File: config.mk
export PLATFORM = sky130hd
export DESIGN_NAME = mon_i2c_target
export DESIGN_NICKNAME = d
export VERILOG_FILES = /design/src/core/mon_pkg.sv /design/src/core/mon_line_if.sv /design/src/core/mon_line_sync.sv /design/src/core/mon_i2c_target.sv
export SDC_FILE = /design/constraint.sdc
export NUM_CORES = 1
export LEC_CHECK = 0
export BUFFER_PORTS_ARGS = -buffer_cell sky130_fd_sc_hd__buf_4
export CORE_ASPECT_RATIO = 1.5
export CORE_MARGIN = 2
export CORE_UTILIZATION = 45
export DETAILED_ROUTE_END_ITERATION = 6
export PLACE_DENSITY = 0.67
export SLEW_MARGIN = 5
export SYNTH_ARGS = -nofsm -noshare
export SYNTH_HDL_FRONTEND = slang
export SYNTH_SLANG_ARGS = --single-unit
File: constraint.sdc
create_clock -name mclk_i -period 3.1 [get_ports mclk_i]
set_input_delay 0.31 -clock mclk_i [delete_from_list [all_inputs] [get_ports mclk_i]]
set_output_delay 0.31 -clock mclk_i [all_outputs]
set_load 0.03 [all_outputs]
File: src/core/mon_pkg.sv
// package: register map, bus codes and timing constants
`default_nettype none
package mon_pkg;
  localparam logic [7:0] MON_PTR_SETUP = 8'h00;
  localparam logic [7:0] MON_PTR_SHUNT = 8'h01;
  localparam logic [7:0] MON_PTR_RAIL = 8'h02;
  localparam logic [7:0] MON_PTR_POWER = 8'h03;
  localparam logic [7:0] MON_PTR_CURRENT = 8'h04;
  localparam logic [15:0] MON_SETUP_RESET = 16'h4127;
  localparam logic [15:0] MON_RESULT_RESET = 16'h0000;
  localparam int MON_SETUP_RST_BIT = 15;
  localparam logic [4:0] MON_HS_CODE = 5'h01;
  localparam logic [6:0] MON_ARA_ADDR = 7'h0C;
  localparam logic [2:0] MON_ADDR_BASE = 3'h4;
  localparam int MON_CLK_HZ = 20000000;
  localparam int MON_TIMEOUT_MS = 28;
  localparam int MON_TIMEOUT_CYC = MON_CLK_HZ / 1000 * MON_TIMEOUT_MS;
  typedef enum logic [1:0] {
    MON_PIN_GND, MON_PIN_VS, MON_PIN_SDA, MON_PIN_SCL
  } mon_pin_t;
endpackage : mon_pkg
`default_nettype wire

File: src/core/mon_line_if.sv
// interface: synchronised bus line events from the front end
`default_nettype none
interface mon_line_if;
  logic scl;
  logic sda;
  logic scl_rise;
  logic scl_fall;
  logic start;
  logic stop;
  modport front (output scl, sda, scl_rise, scl_fall, start, stop);
  modport core (input scl, sda, scl_rise, scl_fall, start, stop);
endinterface : mon_line_if
`default_nettype wire

File: src/core/mon_line_sync.sv
// front end: two-flop synchronisers and bus condition detection
`default_nettype none
module mon_line_sync (
  input wire logic mclk_i,
  input wire logic rst_i,
  input wire logic scl_i,
  input wire logic sda_i,
  mon_line_if.front ln
);
  logic [1:0] scl_s_q, scl_s_d, sda_s_q, sda_s_d;
  logic scl_p_q, scl_p_d, sda_p_q, sda_p_d;
  always_comb begin
    scl_s_d = {scl_s_q[0], scl_i};
    sda_s_d = {sda_s_q[0], sda_i};
    scl_p_d = scl_s_q[1];
    sda_p_d = sda_s_q[1];
  end
  always_ff @(posedge mclk_i) begin
    if (rst_i) begin
      scl_s_q <= 2'h3;
      sda_s_q <= 2'h3;
      scl_p_q <= 1'b1;
      sda_p_q <= 1'b1;
    end else begin
      scl_s_q <= scl_s_d;
      sda_s_q <= sda_s_d;
      scl_p_q <= scl_p_d;
      sda_p_q <= sda_p_d;
    end
  end
  assign ln.scl = scl_p_q;
  assign ln.sda = sda_p_q;
  assign ln.scl_rise = scl_s_q[1] & ~scl_p_q;
  assign ln.scl_fall = ~scl_s_q[1] & scl_p_q;
  assign ln.start = scl_s_q[1] & scl_p_q & sda_p_q & ~sda_s_q[1];
  assign ln.stop = scl_s_q[1] & scl_p_q & ~sda_p_q & sda_s_q[1];
endmodule : mon_line_sync
`default_nettype wire

File: src/core/mon_i2c_target.sv
// main: two-wire target with high-speed mode, alert response, registers
// Function
// - high-speed code is never acknowledged but switches filters
// - after repeated start, normal byte protocol continues at high speed
// - stop leaves high speed and restores standard filters
// - pending alert: acknowledge alert read, then send own address
// - lost arbitration: no acknowledge, alert held until cleared
// - every register moves as two consecutive bytes
// - pointer 0 is read/write setup register, reset 4127h
// - pointers 1 to 4 are read-only results, zero at reset
// - power and current read zero while calibration is zero
// - write: pointer byte, then two data bytes, each acknowledged
// - read returns pointed register high byte first; pointer kept
// - address pins sampled every transaction to form the address
// - stalled transaction released after 28 ms timeout
`default_nettype none
module mon_i2c_target
  import mon_pkg::*;
#(
  parameter int TIMEOUT_CYC = MON_TIMEOUT_CYC
) (
  input wire logic mclk_i,
  input wire logic rst_i,
  input wire logic scl_i,
  input wire logic sda_i,
  output logic sda_o,
  output logic sda_oe_o,
  input wire logic [1:0] addr_select_pin_low_i,
  input wire logic [1:0] addr_select_pin_high_i,
  input wire logic alert_pend_i,
  output logic alert_clr_o,
  input wire logic [15:0] calibration_i,
  input wire logic [15:0] shunt_i,
  input wire logic [15:0] rail_i,
  input wire logic [15:0] power_i,
  input wire logic [15:0] current_i,
  output logic [15:0] setup_o,
  output logic setup_wr_o,
  output logic hs_mode_o
);
  if (TIMEOUT_CYC < 2) begin : g_bad_timeout
    $error("timeout too short");
  end
  mon_line_if ln ();
  mon_line_sync u_sync (
    .mclk_i(mclk_i), .rst_i(rst_i), .scl_i(scl_i), .sda_i(sda_i), .ln(ln)
  );
  typedef enum logic [2:0] {
    MON_IDLE, MON_RX, MON_ACK, MON_TX, MON_MACK
  } mon_st_t;
  typedef enum logic [1:0] {
    MON_K_ADDR, MON_K_PTR, MON_K_DATA
  } mon_kind_t;
  mon_st_t st_q, st_d;
  mon_kind_t kind_q, kind_d;
  logic [7:0] sh_q, sh_d;
  logic [3:0] bit_q, bit_d;
  logic ack_q, ack_d;
  logic rd_q, rd_d;
  logic ara_q, ara_d;
  logic lsb_q, lsb_d;
  logic [7:0] ptr_q, ptr_d;
  logic [7:0] hi_q, hi_d;
  logic [15:0] setup_q, setup_d;
  logic hs_q, hs_d;
  logic drv_q, drv_d;
  logic [6:0] my_addr_q, my_addr_d;
  logic [31:0] to_q, to_d;
  logic wr_q, wr_d;
  logic clr_q, clr_d;
  logic [15:0] rdata;
  logic [7:0] rx_byte;
  logic [6:0] live_addr;
  function automatic logic [1:0] pin_code(input logic [1:0] p);
    pin_code = p;
  endfunction : pin_code
  // address pins: GND/VS/SDA/SCL straps map onto low address bits
  assign live_addr = {MON_ADDR_BASE, pin_code(addr_select_pin_high_i),
    pin_code(addr_select_pin_low_i)};
  assign rx_byte = {sh_q[6:0], ln.sda};
  always_comb begin
    case (ptr_q)
      MON_PTR_SETUP: rdata = setup_q;
      MON_PTR_SHUNT: rdata = shunt_i;
      MON_PTR_RAIL: rdata = rail_i;
      MON_PTR_POWER: rdata = (calibration_i == 16'h0000) ?
        MON_RESULT_RESET : power_i;
      MON_PTR_CURRENT: rdata = (calibration_i == 16'h0000) ?
        MON_RESULT_RESET : current_i;
      default: rdata = 16'h0000;
    endcase
  end
  always_comb begin
    st_d = st_q;
    kind_d = kind_q;
    sh_d = sh_q;
    bit_d = bit_q;
    ack_d = ack_q;
    rd_d = rd_q;
    ara_d = ara_q;
    lsb_d = lsb_q;
    ptr_d = ptr_q;
    hi_d = hi_q;
    setup_d = setup_q;
    hs_d = hs_q;
    drv_d = drv_q;
    my_addr_d = my_addr_q;
    wr_d = 1'b0;
    clr_d = 1'b0;
    to_d = (st_q == MON_IDLE || ln.scl_rise || ln.scl_fall) ? 32'h0 :
      to_q + 32'h1;
    if (ln.stop) begin
      st_d = MON_IDLE;
      hs_d = 1'b0;
      drv_d = 1'b0;
    end else if (ln.start) begin
      st_d = MON_RX;
      kind_d = MON_K_ADDR;
      bit_d = 4'h0;
      drv_d = 1'b0;
      my_addr_d = live_addr;
    end else if (st_q != MON_IDLE && to_q >= 32'(TIMEOUT_CYC - 1)) begin
      st_d = MON_IDLE;
      drv_d = 1'b0;
    end else begin
      case (st_q)
        MON_RX: begin
          if (ln.scl_rise) begin
            sh_d = rx_byte;
            bit_d = bit_q + 4'h1;
          end
          if (ln.scl_fall && bit_q == 4'h8) begin
            st_d = MON_ACK;
            ack_d = 1'b0;
            if (kind_q == MON_K_ADDR) begin
              rd_d = sh_q[0];
              ara_d = 1'b0;
              lsb_d = 1'b0;
              if (sh_q[7:3] == MON_HS_CODE) begin
                hs_d = 1'b1;
              end else if (sh_q[7:1] == my_addr_q) begin
                ack_d = 1'b1;
              end else if (sh_q[7:1] == MON_ARA_ADDR && sh_q[0] &&
                  alert_pend_i) begin
                ack_d = 1'b1;
                ara_d = 1'b1;
              end
            end else if (kind_q == MON_K_PTR) begin
              ack_d = 1'b1;
              ptr_d = sh_q;
            end else begin
              ack_d = 1'b1;
              if (!lsb_q) begin
                hi_d = sh_q;
                lsb_d = 1'b1;
              end else begin
                lsb_d = 1'b0;
                if (ptr_q == MON_PTR_SETUP) begin
                  setup_d = {hi_q, sh_q};
                  wr_d = 1'b1;
                  if (hi_q[MON_SETUP_RST_BIT - 8]) begin
                    setup_d = MON_SETUP_RESET;
                  end
                end
              end
            end
            drv_d = ack_d;
          end
        end
        MON_ACK: begin
          if (ln.scl_fall) begin
            bit_d = 4'h0;
            if (!ack_q) begin
              st_d = MON_IDLE;
              drv_d = 1'b0;
            end else if (rd_q && kind_q == MON_K_ADDR) begin
              st_d = MON_TX;
              sh_d = ara_q ? {my_addr_q, 1'b0} : rdata[15:8];
              hi_d = rdata[7:0];
              drv_d = ~(ara_q ? my_addr_q[6] : rdata[15]);
            end else begin
              st_d = MON_RX;
              kind_d = (kind_q == MON_K_ADDR) ? MON_K_PTR : MON_K_DATA;
              drv_d = 1'b0;
            end
          end
        end
        MON_TX: begin
          if (ln.scl_rise && !drv_q && !ln.sda) begin
            st_d = MON_IDLE;
            drv_d = 1'b0;
          end else if (ln.scl_fall) begin
            sh_d = {sh_q[6:0], 1'b0};
            bit_d = bit_q + 4'h1;
            if (bit_q == 4'h7) begin
              st_d = MON_MACK;
              drv_d = 1'b0;
              if (ara_q) begin
                clr_d = 1'b1;
              end
            end else begin
              drv_d = ~sh_q[6];
            end
          end
        end
        MON_MACK: begin
          if (ln.scl_rise && ln.sda) begin
            st_d = MON_IDLE;
          end else if (ln.scl_fall) begin
            st_d = MON_TX;
            bit_d = 4'h0;
            sh_d = ara_q ? 8'hFF : hi_q;
            hi_d = ara_q ? 8'hFF : rdata[15:8];
            drv_d = ara_q ? 1'b0 : ~hi_q[7];
          end
        end
        default: st_d = MON_IDLE;
      endcase
    end
  end
  always_ff @(posedge mclk_i) begin
    if (rst_i) begin
      st_q <= MON_IDLE;
      kind_q <= MON_K_ADDR;
      sh_q <= 8'h00;
      bit_q <= 4'h0;
      ack_q <= 1'b0;
      rd_q <= 1'b0;
      ara_q <= 1'b0;
      lsb_q <= 1'b0;
      ptr_q <= MON_PTR_SETUP;
      hi_q <= 8'h00;
      setup_q <= MON_SETUP_RESET;
      hs_q <= 1'b0;
      drv_q <= 1'b0;
      my_addr_q <= {MON_ADDR_BASE, 4'h0};
      to_q <= 32'h0;
      wr_q <= 1'b0;
      clr_q <= 1'b0;
    end else begin
      st_q <= st_d;
      kind_q <= kind_d;
      sh_q <= sh_d;
      bit_q <= bit_d;
      ack_q <= ack_d;
      rd_q <= rd_d;
      ara_q <= ara_d;
      lsb_q <= lsb_d;
      ptr_q <= ptr_d;
      hi_q <= hi_d;
      setup_q <= setup_d;
      hs_q <= hs_d;
      drv_q <= drv_d;
      my_addr_q <= my_addr_d;
      to_q <= to_d;
      wr_q <= wr_d;
      clr_q <= clr_d;
    end
  end
  assign sda_o = 1'b0;
  assign sda_oe_o = drv_q;
  assign setup_o = setup_q;
  assign setup_wr_o = wr_q;
  assign hs_mode_o = hs_q;
  assign alert_clr_o = clr_q;

  property p_hs_exit;
    @(posedge mclk_i) disable iff (rst_i) ln.stop |=> !hs_q;
  endproperty
  a_hs_exit: assert property (p_hs_exit) else $error("hs after stop");
  property p_hs_noack;
    @(posedge mclk_i) disable iff (rst_i)
      $rose(hs_q) |-> ##1 !sda_oe_o;
  endproperty
  a_hs_noack: assert property (p_hs_noack) else $error("hs code acked");
  property p_timeout;
    @(posedge mclk_i) disable iff (rst_i)
      (to_q >= 32'(TIMEOUT_CYC - 1) && !ln.start && !ln.stop)
      |=> st_q == MON_IDLE && !sda_oe_o;
  endproperty
  a_timeout: assert property (p_timeout) else $error("no timeout");
  property p_ro_keep;
    @(posedge mclk_i) disable iff (rst_i)
      ptr_q != MON_PTR_SETUP |=> $stable(setup_q);
  endproperty
  a_ro_keep: assert property (p_ro_keep) else $error("ro write");
  property p_cal_zero;
    @(posedge mclk_i) disable iff (rst_i)
      (calibration_i == 16'h0000 && (ptr_q == MON_PTR_POWER ||
      ptr_q == MON_PTR_CURRENT)) |-> rdata == 16'h0000;
  endproperty
  a_cal_zero: assert property (p_cal_zero) else $error("cal zero");
  property p_ptr_keep;
    @(posedge mclk_i) disable iff (rst_i)
      (st_q != MON_RX || kind_q != MON_K_PTR) |=> $stable(ptr_q);
  endproperty
  a_ptr_keep: assert property (p_ptr_keep) else $error("ptr moved");
  property p_addr_sample;
    @(posedge mclk_i) disable iff (rst_i)
      ln.start |=> my_addr_q == $past(live_addr);
  endproperty
  a_addr_sample: assert property (p_addr_sample) else $error("addr");
  property p_wr_pair;
    @(posedge mclk_i) disable iff (rst_i)
      setup_wr_o |-> $past(ptr_q) == MON_PTR_SETUP && !lsb_q;
  endproperty
  a_wr_pair: assert property (p_wr_pair) else $error("bad write");
endmodule : mon_i2c_target
`default_nettype wire

After elaboration in Yosys (flattened, before gate mapping)
Index checks and enable logic that the tools add are counted.

Add/sub/neg operators: 2. Order comparisons: 1. Eq/ne operators: 41. Muxes and demuxes: 76. Bitwise logic cells: 25. Reductions and logical operators: 42.

Operators by type and width (number): $mux 8 (20); $pmux 16 s5 (1); $add 32x1->32 const B (1); $ge 32x20->1 const B (1); $mux 16 (2); $pmux 8 s4 (1); $ne 2x2->1 const B (15); $reduce_and 6->1 (5); $mux 4 (7); $mux 1 (24); $pmux 8 s3 (1); $mux 3 (7); $ne 3x3->1 const B (7); $mux 2 (9); $not 1->1 (18); $eq 8x2->1 const B (2); $logic_not 16->1 (1); $pmux 4 s4 (1); $mux 15 (1); $ne 5x5->1 const B (3); $reduce_and 5->1 (3); $reduce_and 7->1 (2); $reduce_and 13->1 (1); $pmux 3 s4 (1); 32 further kinds (53).

Bits in registers: 99. Bits of input ports: 89. Output and inout port bits: 21. Word-level logic and storage cells: 209.

Logic depth before layout (Yosys ltp)
Depth in word-level cells: 9. Mapped depth: 9. Gate-level depth less buffers: 8.

By module
Synthesis repeated with hierarchy kept, for this count alone.

Cells, all modules: 726. Area, all modules: 5891.9 sq um.

Modules (own cells, without submodules): mon_i2c_target (instances 1, cells an instance 710, area each 5701.7 sq um, sequential area each 1841.8 sq um); mon_line_sync (instances 1, cells an instance 16, area each 190.2 sq um, sequential area each 120.1 sq um).

Least setup slack after synthesis
OpenSTA, ideal clock, no wires.

Path type: flip-flop to flip-flop. Start: reg to_q[24]. End: reg ara_q. Library setup time: 0.065 ns. Arrival time: 2.093 ns. Required time: 3.035 ns. Setup slack: 0.942 ns. Stages on the path, launching flop included: 7. Path buffers: 0. Clock period less this slack: 2.158 ns. Path through: dfxtp_1 -> or4_1 -> nor2_1 -> a31oi_4 -> nor4b_1 -> mux2_2 -> nor2_1.

Longest elaborated chain between the ends: 4.

Ends and longest elaborated chain: start: declaration (RTL line mon_i2c_target.sv:68) `logic [31:0] to_q, to_d;`; start signal: assignment (RTL line mon_i2c_target.sv:255) `to_q <= to_d;`; $ge 32x20->1 (RTL line mon_i2c_target.sv:122) `end else if (st_q != MON_IDLE && to_q >= 32'(TIMEOUT_CYC - 1)) begin`; $logic_and 1x1->1 (RTL line mon_i2c_target.sv:122); $not 1->1 (no line); $reduce_and 6->1 (no line); end signal: assignment (RTL line mon_i2c_target.sv:247) `ara_q <= ara_d;`; end: declaration (RTL line mon_i2c_target.sv:60) `logic ara_q, ara_d;`.

No other way between the ends. A chain may end at the register's enable or synchronous reset.

Worst setup path after layout
Start: reg ptr_q[2]. End: reg sh_q[1].

Longest elaborated chain between the ends: 7. Elaborated cells between the ends (all ways): 11. Classes of those cells: eq/ne: 4; mux: 6; reduce/logical: 1.

Ends and longest elaborated chain: start: declaration (RTL line mon_i2c_target.sv:62) `logic [7:0] ptr_q, ptr_d;`; start signal: assignment (RTL line mon_i2c_target.sv:249) `ptr_q <= ptr_d;`; $eq 8x3->1 (tied with other cells) (RTL line mon_i2c_target.sv:82) `case (ptr_q)`; $pmux 16 s5 (*) (RTL line mon_i2c_target.sv:82); $mux 8 (*) (RTL line mon_i2c_target.sv:178) `sh_d = ara_q ? {my_addr_q, 1'b0} : rdata[15:8];`; $mux 8 (*) (RTL line mon_i2c_target.sv:176) `end else if (rd_q && kind_q == MON_K_ADDR) begin`; $mux 8 (*) (RTL line mon_i2c_target.sv:173) `if (!ack_q) begin`; $mux 8 (*) (RTL line mon_i2c_target.sv:171) `if (ln.scl_fall) begin`; $pmux 8 s4 (*) (RTL line mon_i2c_target.sv:126) `case (st_q)`; end signal: assignment (RTL line mon_i2c_target.sv:225) `sh_q <= 8'h00;`; end signal: assignment (RTL line mon_i2c_target.sv:243) `sh_q <= sh_d;`; end: declaration (RTL line mon_i2c_target.sv:56) `logic [7:0] sh_q, sh_d;`.

Every way passes the cells marked *; elsewhere a longest branch is shown, timed or not. The select of a mux whose other input is x is not followed.

==> results.txt <==
----------------------------------------------------
[Synthesis]
  Count leader, synth ... sky130_fd_sc_hd__dfxtp_1
  Syn. warnings ... 0
  Async set-reset flop share out of synthesis ... 0%
  Part of the Yosys area used for sequential elements ... 35.0%
  Commonest cells in the synthesized netlist ... 98 x sky130_fd_sc_hd__dfxtp_1, 79 x sky130_fd_sc_hd__nor2_1, 55 x sky130_fd_sc_hd__a21oi_1
  Library cells used by synthesis ... 63
  Post-Synth Adder-Cell Area ... 0.669%
  Xor and xnor fraction of the mapped netlist area ... roughly 4.8%
  Share of synthesized area spent on multiplexers ... approximately 4.7%
  Fraction of post-synthesis cell area in the top cell type by area ... a little over a third
  Post-synthesis cell area ... 5610 um^2
  Main flop type after synthesis ... sky130_fd_sc_hd__dfxtp_1
  Area fraction in compound gates after synthesis ... 22.2%
  Count of flip-flops with a built-in enable after synthesis ... 0
  Flops & latches, synth ... between 90 and 100
  Top area cells in the synthesized netlist ... sky130_fd_sc_hd__dfxtp_1 35%, sky130_fd_sc_hd__nor2_1 5.3%, sky130_fd_sc_hd__a21oi_1 4.9%
  Post-synthesis cell count ... around 700
  Syn_area_per_cell ... between 8 and 9 um^2
  Cell accounting for the most synthesized area ... sky130_fd_sc_hd__dfxtp_1
  Combinational family with the most area after synthesis ... simple AND/OR/NAND/NOR gates
  Simple logic cell fraction of the synthesized area ... about 28%

[Route]
  Total wirelength of the detailed-routed design ... 17800 um
  DR WL/cell ... ~19 um
  Initial detailed-routing violation count ... between 300 and 400
  DR DRC count ... 0
  Antenna Nets Post-Route ... 0
  Ratio of routed vias to standard cells ... about 5.9
  Number of detailed-route iterations in the first pass ... 6
  Total number of vias ... ~5600

[Cells and area]
  Antenna cells ... 0
  Share of final-layout standard cells stronger than drive strength 1 ... 20.3%
  Fillers ... between 1000 and 1500
  Number of nets in the finished design ... 872
  Post-layout instance count excluding filler cells ... approximately 940
  Synthesis-to-layout area growth ... 22.1%

[Timing]
  Actual transition at the worst max-transition pin ... ~1100 ps
  Worst Clk Skew ... between 8 and 9 ps
  Worst relative slew slack ... 29.0%
  Period minus WS final ... ~2700 ps
  Final critical-path share of the clock period ... a little under nine tenths
  Maximum operating frequency ... around 370 MHz
  Setup violations, final ... 0
  Setup TNS after final layout ... 0 ps
  Max-slew violation count ... 0
  Final Hold Fails ... 0
  Setup slack of the critical path after layout ... 425 ps
  Unrepaired setup endpoints after global routing ... false

[Setup path]
  Max FO, Critical Path ... 19
  Crit path required time ... ~3400 ps
  Nature of the critical path endpoint ... flip-flop
  Critical path arrival ... approximately 2900 ps
  R2r worst-path depth ... 6
  Kind of critical path ... reg2reg
  Sort of element at the start of the critical path ... flip-flop

[Clocking]
  Number of hold buffers added after CTS ... 0
  Clock insertion delay at the later pin of the skew report ... 350 ps
  Clock transition time at the flip-flop clock pins of the worst setup and hold paths ... about 70 ps
  Number of buffers inserted by post-CTS setup repair ... 0
  Clock root buffer ... sky130_fd_sc_hd__clkbuf_16
  Clock tree from TritonCTS ... done
  Post-CTS sizing ... 0
  Clk sink count ... 98
  Inserted Clock Buffers ... 9
  CTS H-Tree Depth ... 3
  Maximum buffer depth of the clock tree ... 2

[Place]
  Count of placed standard cells including taps ... roughly 930
  Port bufs ... 107
  Setup slack at placement ... between 400 and 500 ps
  Final RePlAce weighted congestion ... between 0.9 and 1
  Final HPWL from detailed placement ... ~13000 um

[Global route]
  Number of antenna violations at the first check in global routing ... 0
  Final global-route overflow total ... 0
  First-pass GRT wire length ... 27000 um
  Via count of the first global-routing pass ... between 5000 and 6000
  Pin count of the biggest net entering global routing ... 70
  Total Routing Usage GR ... 26.2%

[Status]
  Run status ... finished, final reports clean

[Min path]
  Number of stages on the worst hold path ... 2
  Worst hold path class ... in2reg

[Power and ir drop]
  Pwr Density ... between 400 and 500 nW/um^2
  Max VDD drop ... between 0.2 and 0.3 mV
  Static Leak ... ~2.5 nW

[Floorplanning]
  Standard cell core area ... 12300 um^2
  Row count ... 50
  Die extent in x ... approximately 95 um
  Die height ... 141 um
  Io pins ... 110
  Floorplan die area ... approximately 13000 um^2
  Starting utilization of the core area ... 45.5%

[Flow run]
  Max-capacitance violation count ... 0

----------------------------------------------------
[cells in the final DEF (no fill, tap or decap), drive strengths merged, types with 6 or more instances in the layout]
| master | Yosys | routed |
|---|---|---|
| buf | 14 | 126 |
| o21a | 6 | 6 |
| mux2i | 25 | 25 |
| nand3b | 14 | 14 |
| or2 | 8 | 8 |
| and3 | 7 | 7 |
| or3 | 7 | 7 |
| nor2 | 79 | 79 |
| nor4 | 17 | 17 |
| nand3 | 17 | 17 |
| inv | 11 | 13 |
| a211oi | 10 | 10 |
| o22ai | 15 | 15 |
| xor2 | 15 | 15 |
| xnor2 | 16 | 16 |
| nor3 | 31 | 31 |
| a21oi | 55 | 55 |
| dfxtp | 98 | 98 |
| clkbuf | 42 | 10 |
| nand2 | 36 | 36 |
| nand4 | 12 | 12 |
| o21ai | 23 | 23 |
| nor3b | 7 | 7 |
| nand2b | 21 | 21 |
| nor2b | 9 | 9 |
| a22oi | 29 | 29 |
[path summary, 6_finish.rpt]
path / startpoint / endpoint / slack, ps
setup / recovery: ptr_q[2] / sh_q[1] / 420
hold / removal: sda_i / u_sync.sda_s_q[0] / 140
setup reg to reg: ptr_q[2] / sh_q[1] / 420
hold reg to reg: u_sync.sda_s_q[0] / u_sync.sda_s_q[1] / 410
[metrics by stage]
step / utilization (%) / hold WS, ps / cell area (um^2) / power (mW)
floorplan: - / 389 / 5610 / 1.62
global placement: 53.1 / 403 / 6540 / 1.81
detailed placement: 53.1 / 395 / 6540 / 1.81
CTS: 55.6 / 134 / 6850 / 2.96
global route: 55.6 / 137 / 6850 / 3.05
finish: 55.6 / 144 / 6850 / 2.94
[logic make-up after synthesis]
group                    after synthesis
buffers and inverters                 67
AND/OR/NAND/NOR                      286
other                                  1
multiplexers                          26
flip-flops                            98
AO/OA/AOI/OAI                        186
adder cells (fa/ha/maj)                3
XOR/XNOR                              31
[layout make-up]
class / instances / area [um^2] / area share, %
tap: 156 / 195 / 2.85
clock buffer: 10 / 229 / 3.34
sequential: 98 / 1960 / 28.7
timing repair buffer: 126 / 958 / 14.0
multi-input combinational: 534 / 3390 / 49.5
clock inverter: 6 / 75.1 / 1.10
inverter: 11 / 41.3 / 0.603
[worst max-delay path, cell delays in order (launching register included)]
cell and delay, ps:
sky130_fd_sc_hd__dfxtp_1 330, sky130_fd_sc_hd__nor4_1 610, sky130_fd_sc_hd__and4_1 730, sky130_fd_sc_hd__a22oi_1 130
sky130_fd_sc_hd__o221ai_1 340, sky130_fd_sc_hd__a222oi_1 140, sky130_fd_sc_hd__a211oi_1 290
[layer usage]
metal,vias up,share of wire [%],GRT usage [%]
met5,-,0,0
met1,2628,37,26.0
li1,2726,-,-
met2,181,53,49.0
met3,50,4.9,4.12
met4,0,5.6,16.4
[power by group]
| group | internal [mW] | total, mW | switching [mW] |
|---|---|---|---|
| Combinational | 0.202 | 0.431 | 0.229 |
| Clock | 0.637 | 1.15 | 0.514 |
| Sequential | 1.29 | 1.36 | 0.0677 |
| Total | 2.13 | 2.94 | 0.810 |
[registers in the layout (all words and copies together), names as in the netlist]
signal          cells
kind_q              2
u_sync.ln.sda       1
setup_o            15
sda_oe_o            1
to_q               32
my_addr_q           4
rd_q                1
u_sync.sda_s_q      2
ara_q               1
st_q                3
bit_q               4
sh_q                8
u_sync.scl_s_q      2
setup_wr_o          1
alert_clr_o         1
lsb_q               1
u_sync.ln.scl       1
ack_q               1
hi_q                8
hs_mode_o           1
ptr_q               8
Note: power is estimated with default switching activity, not from simulation.
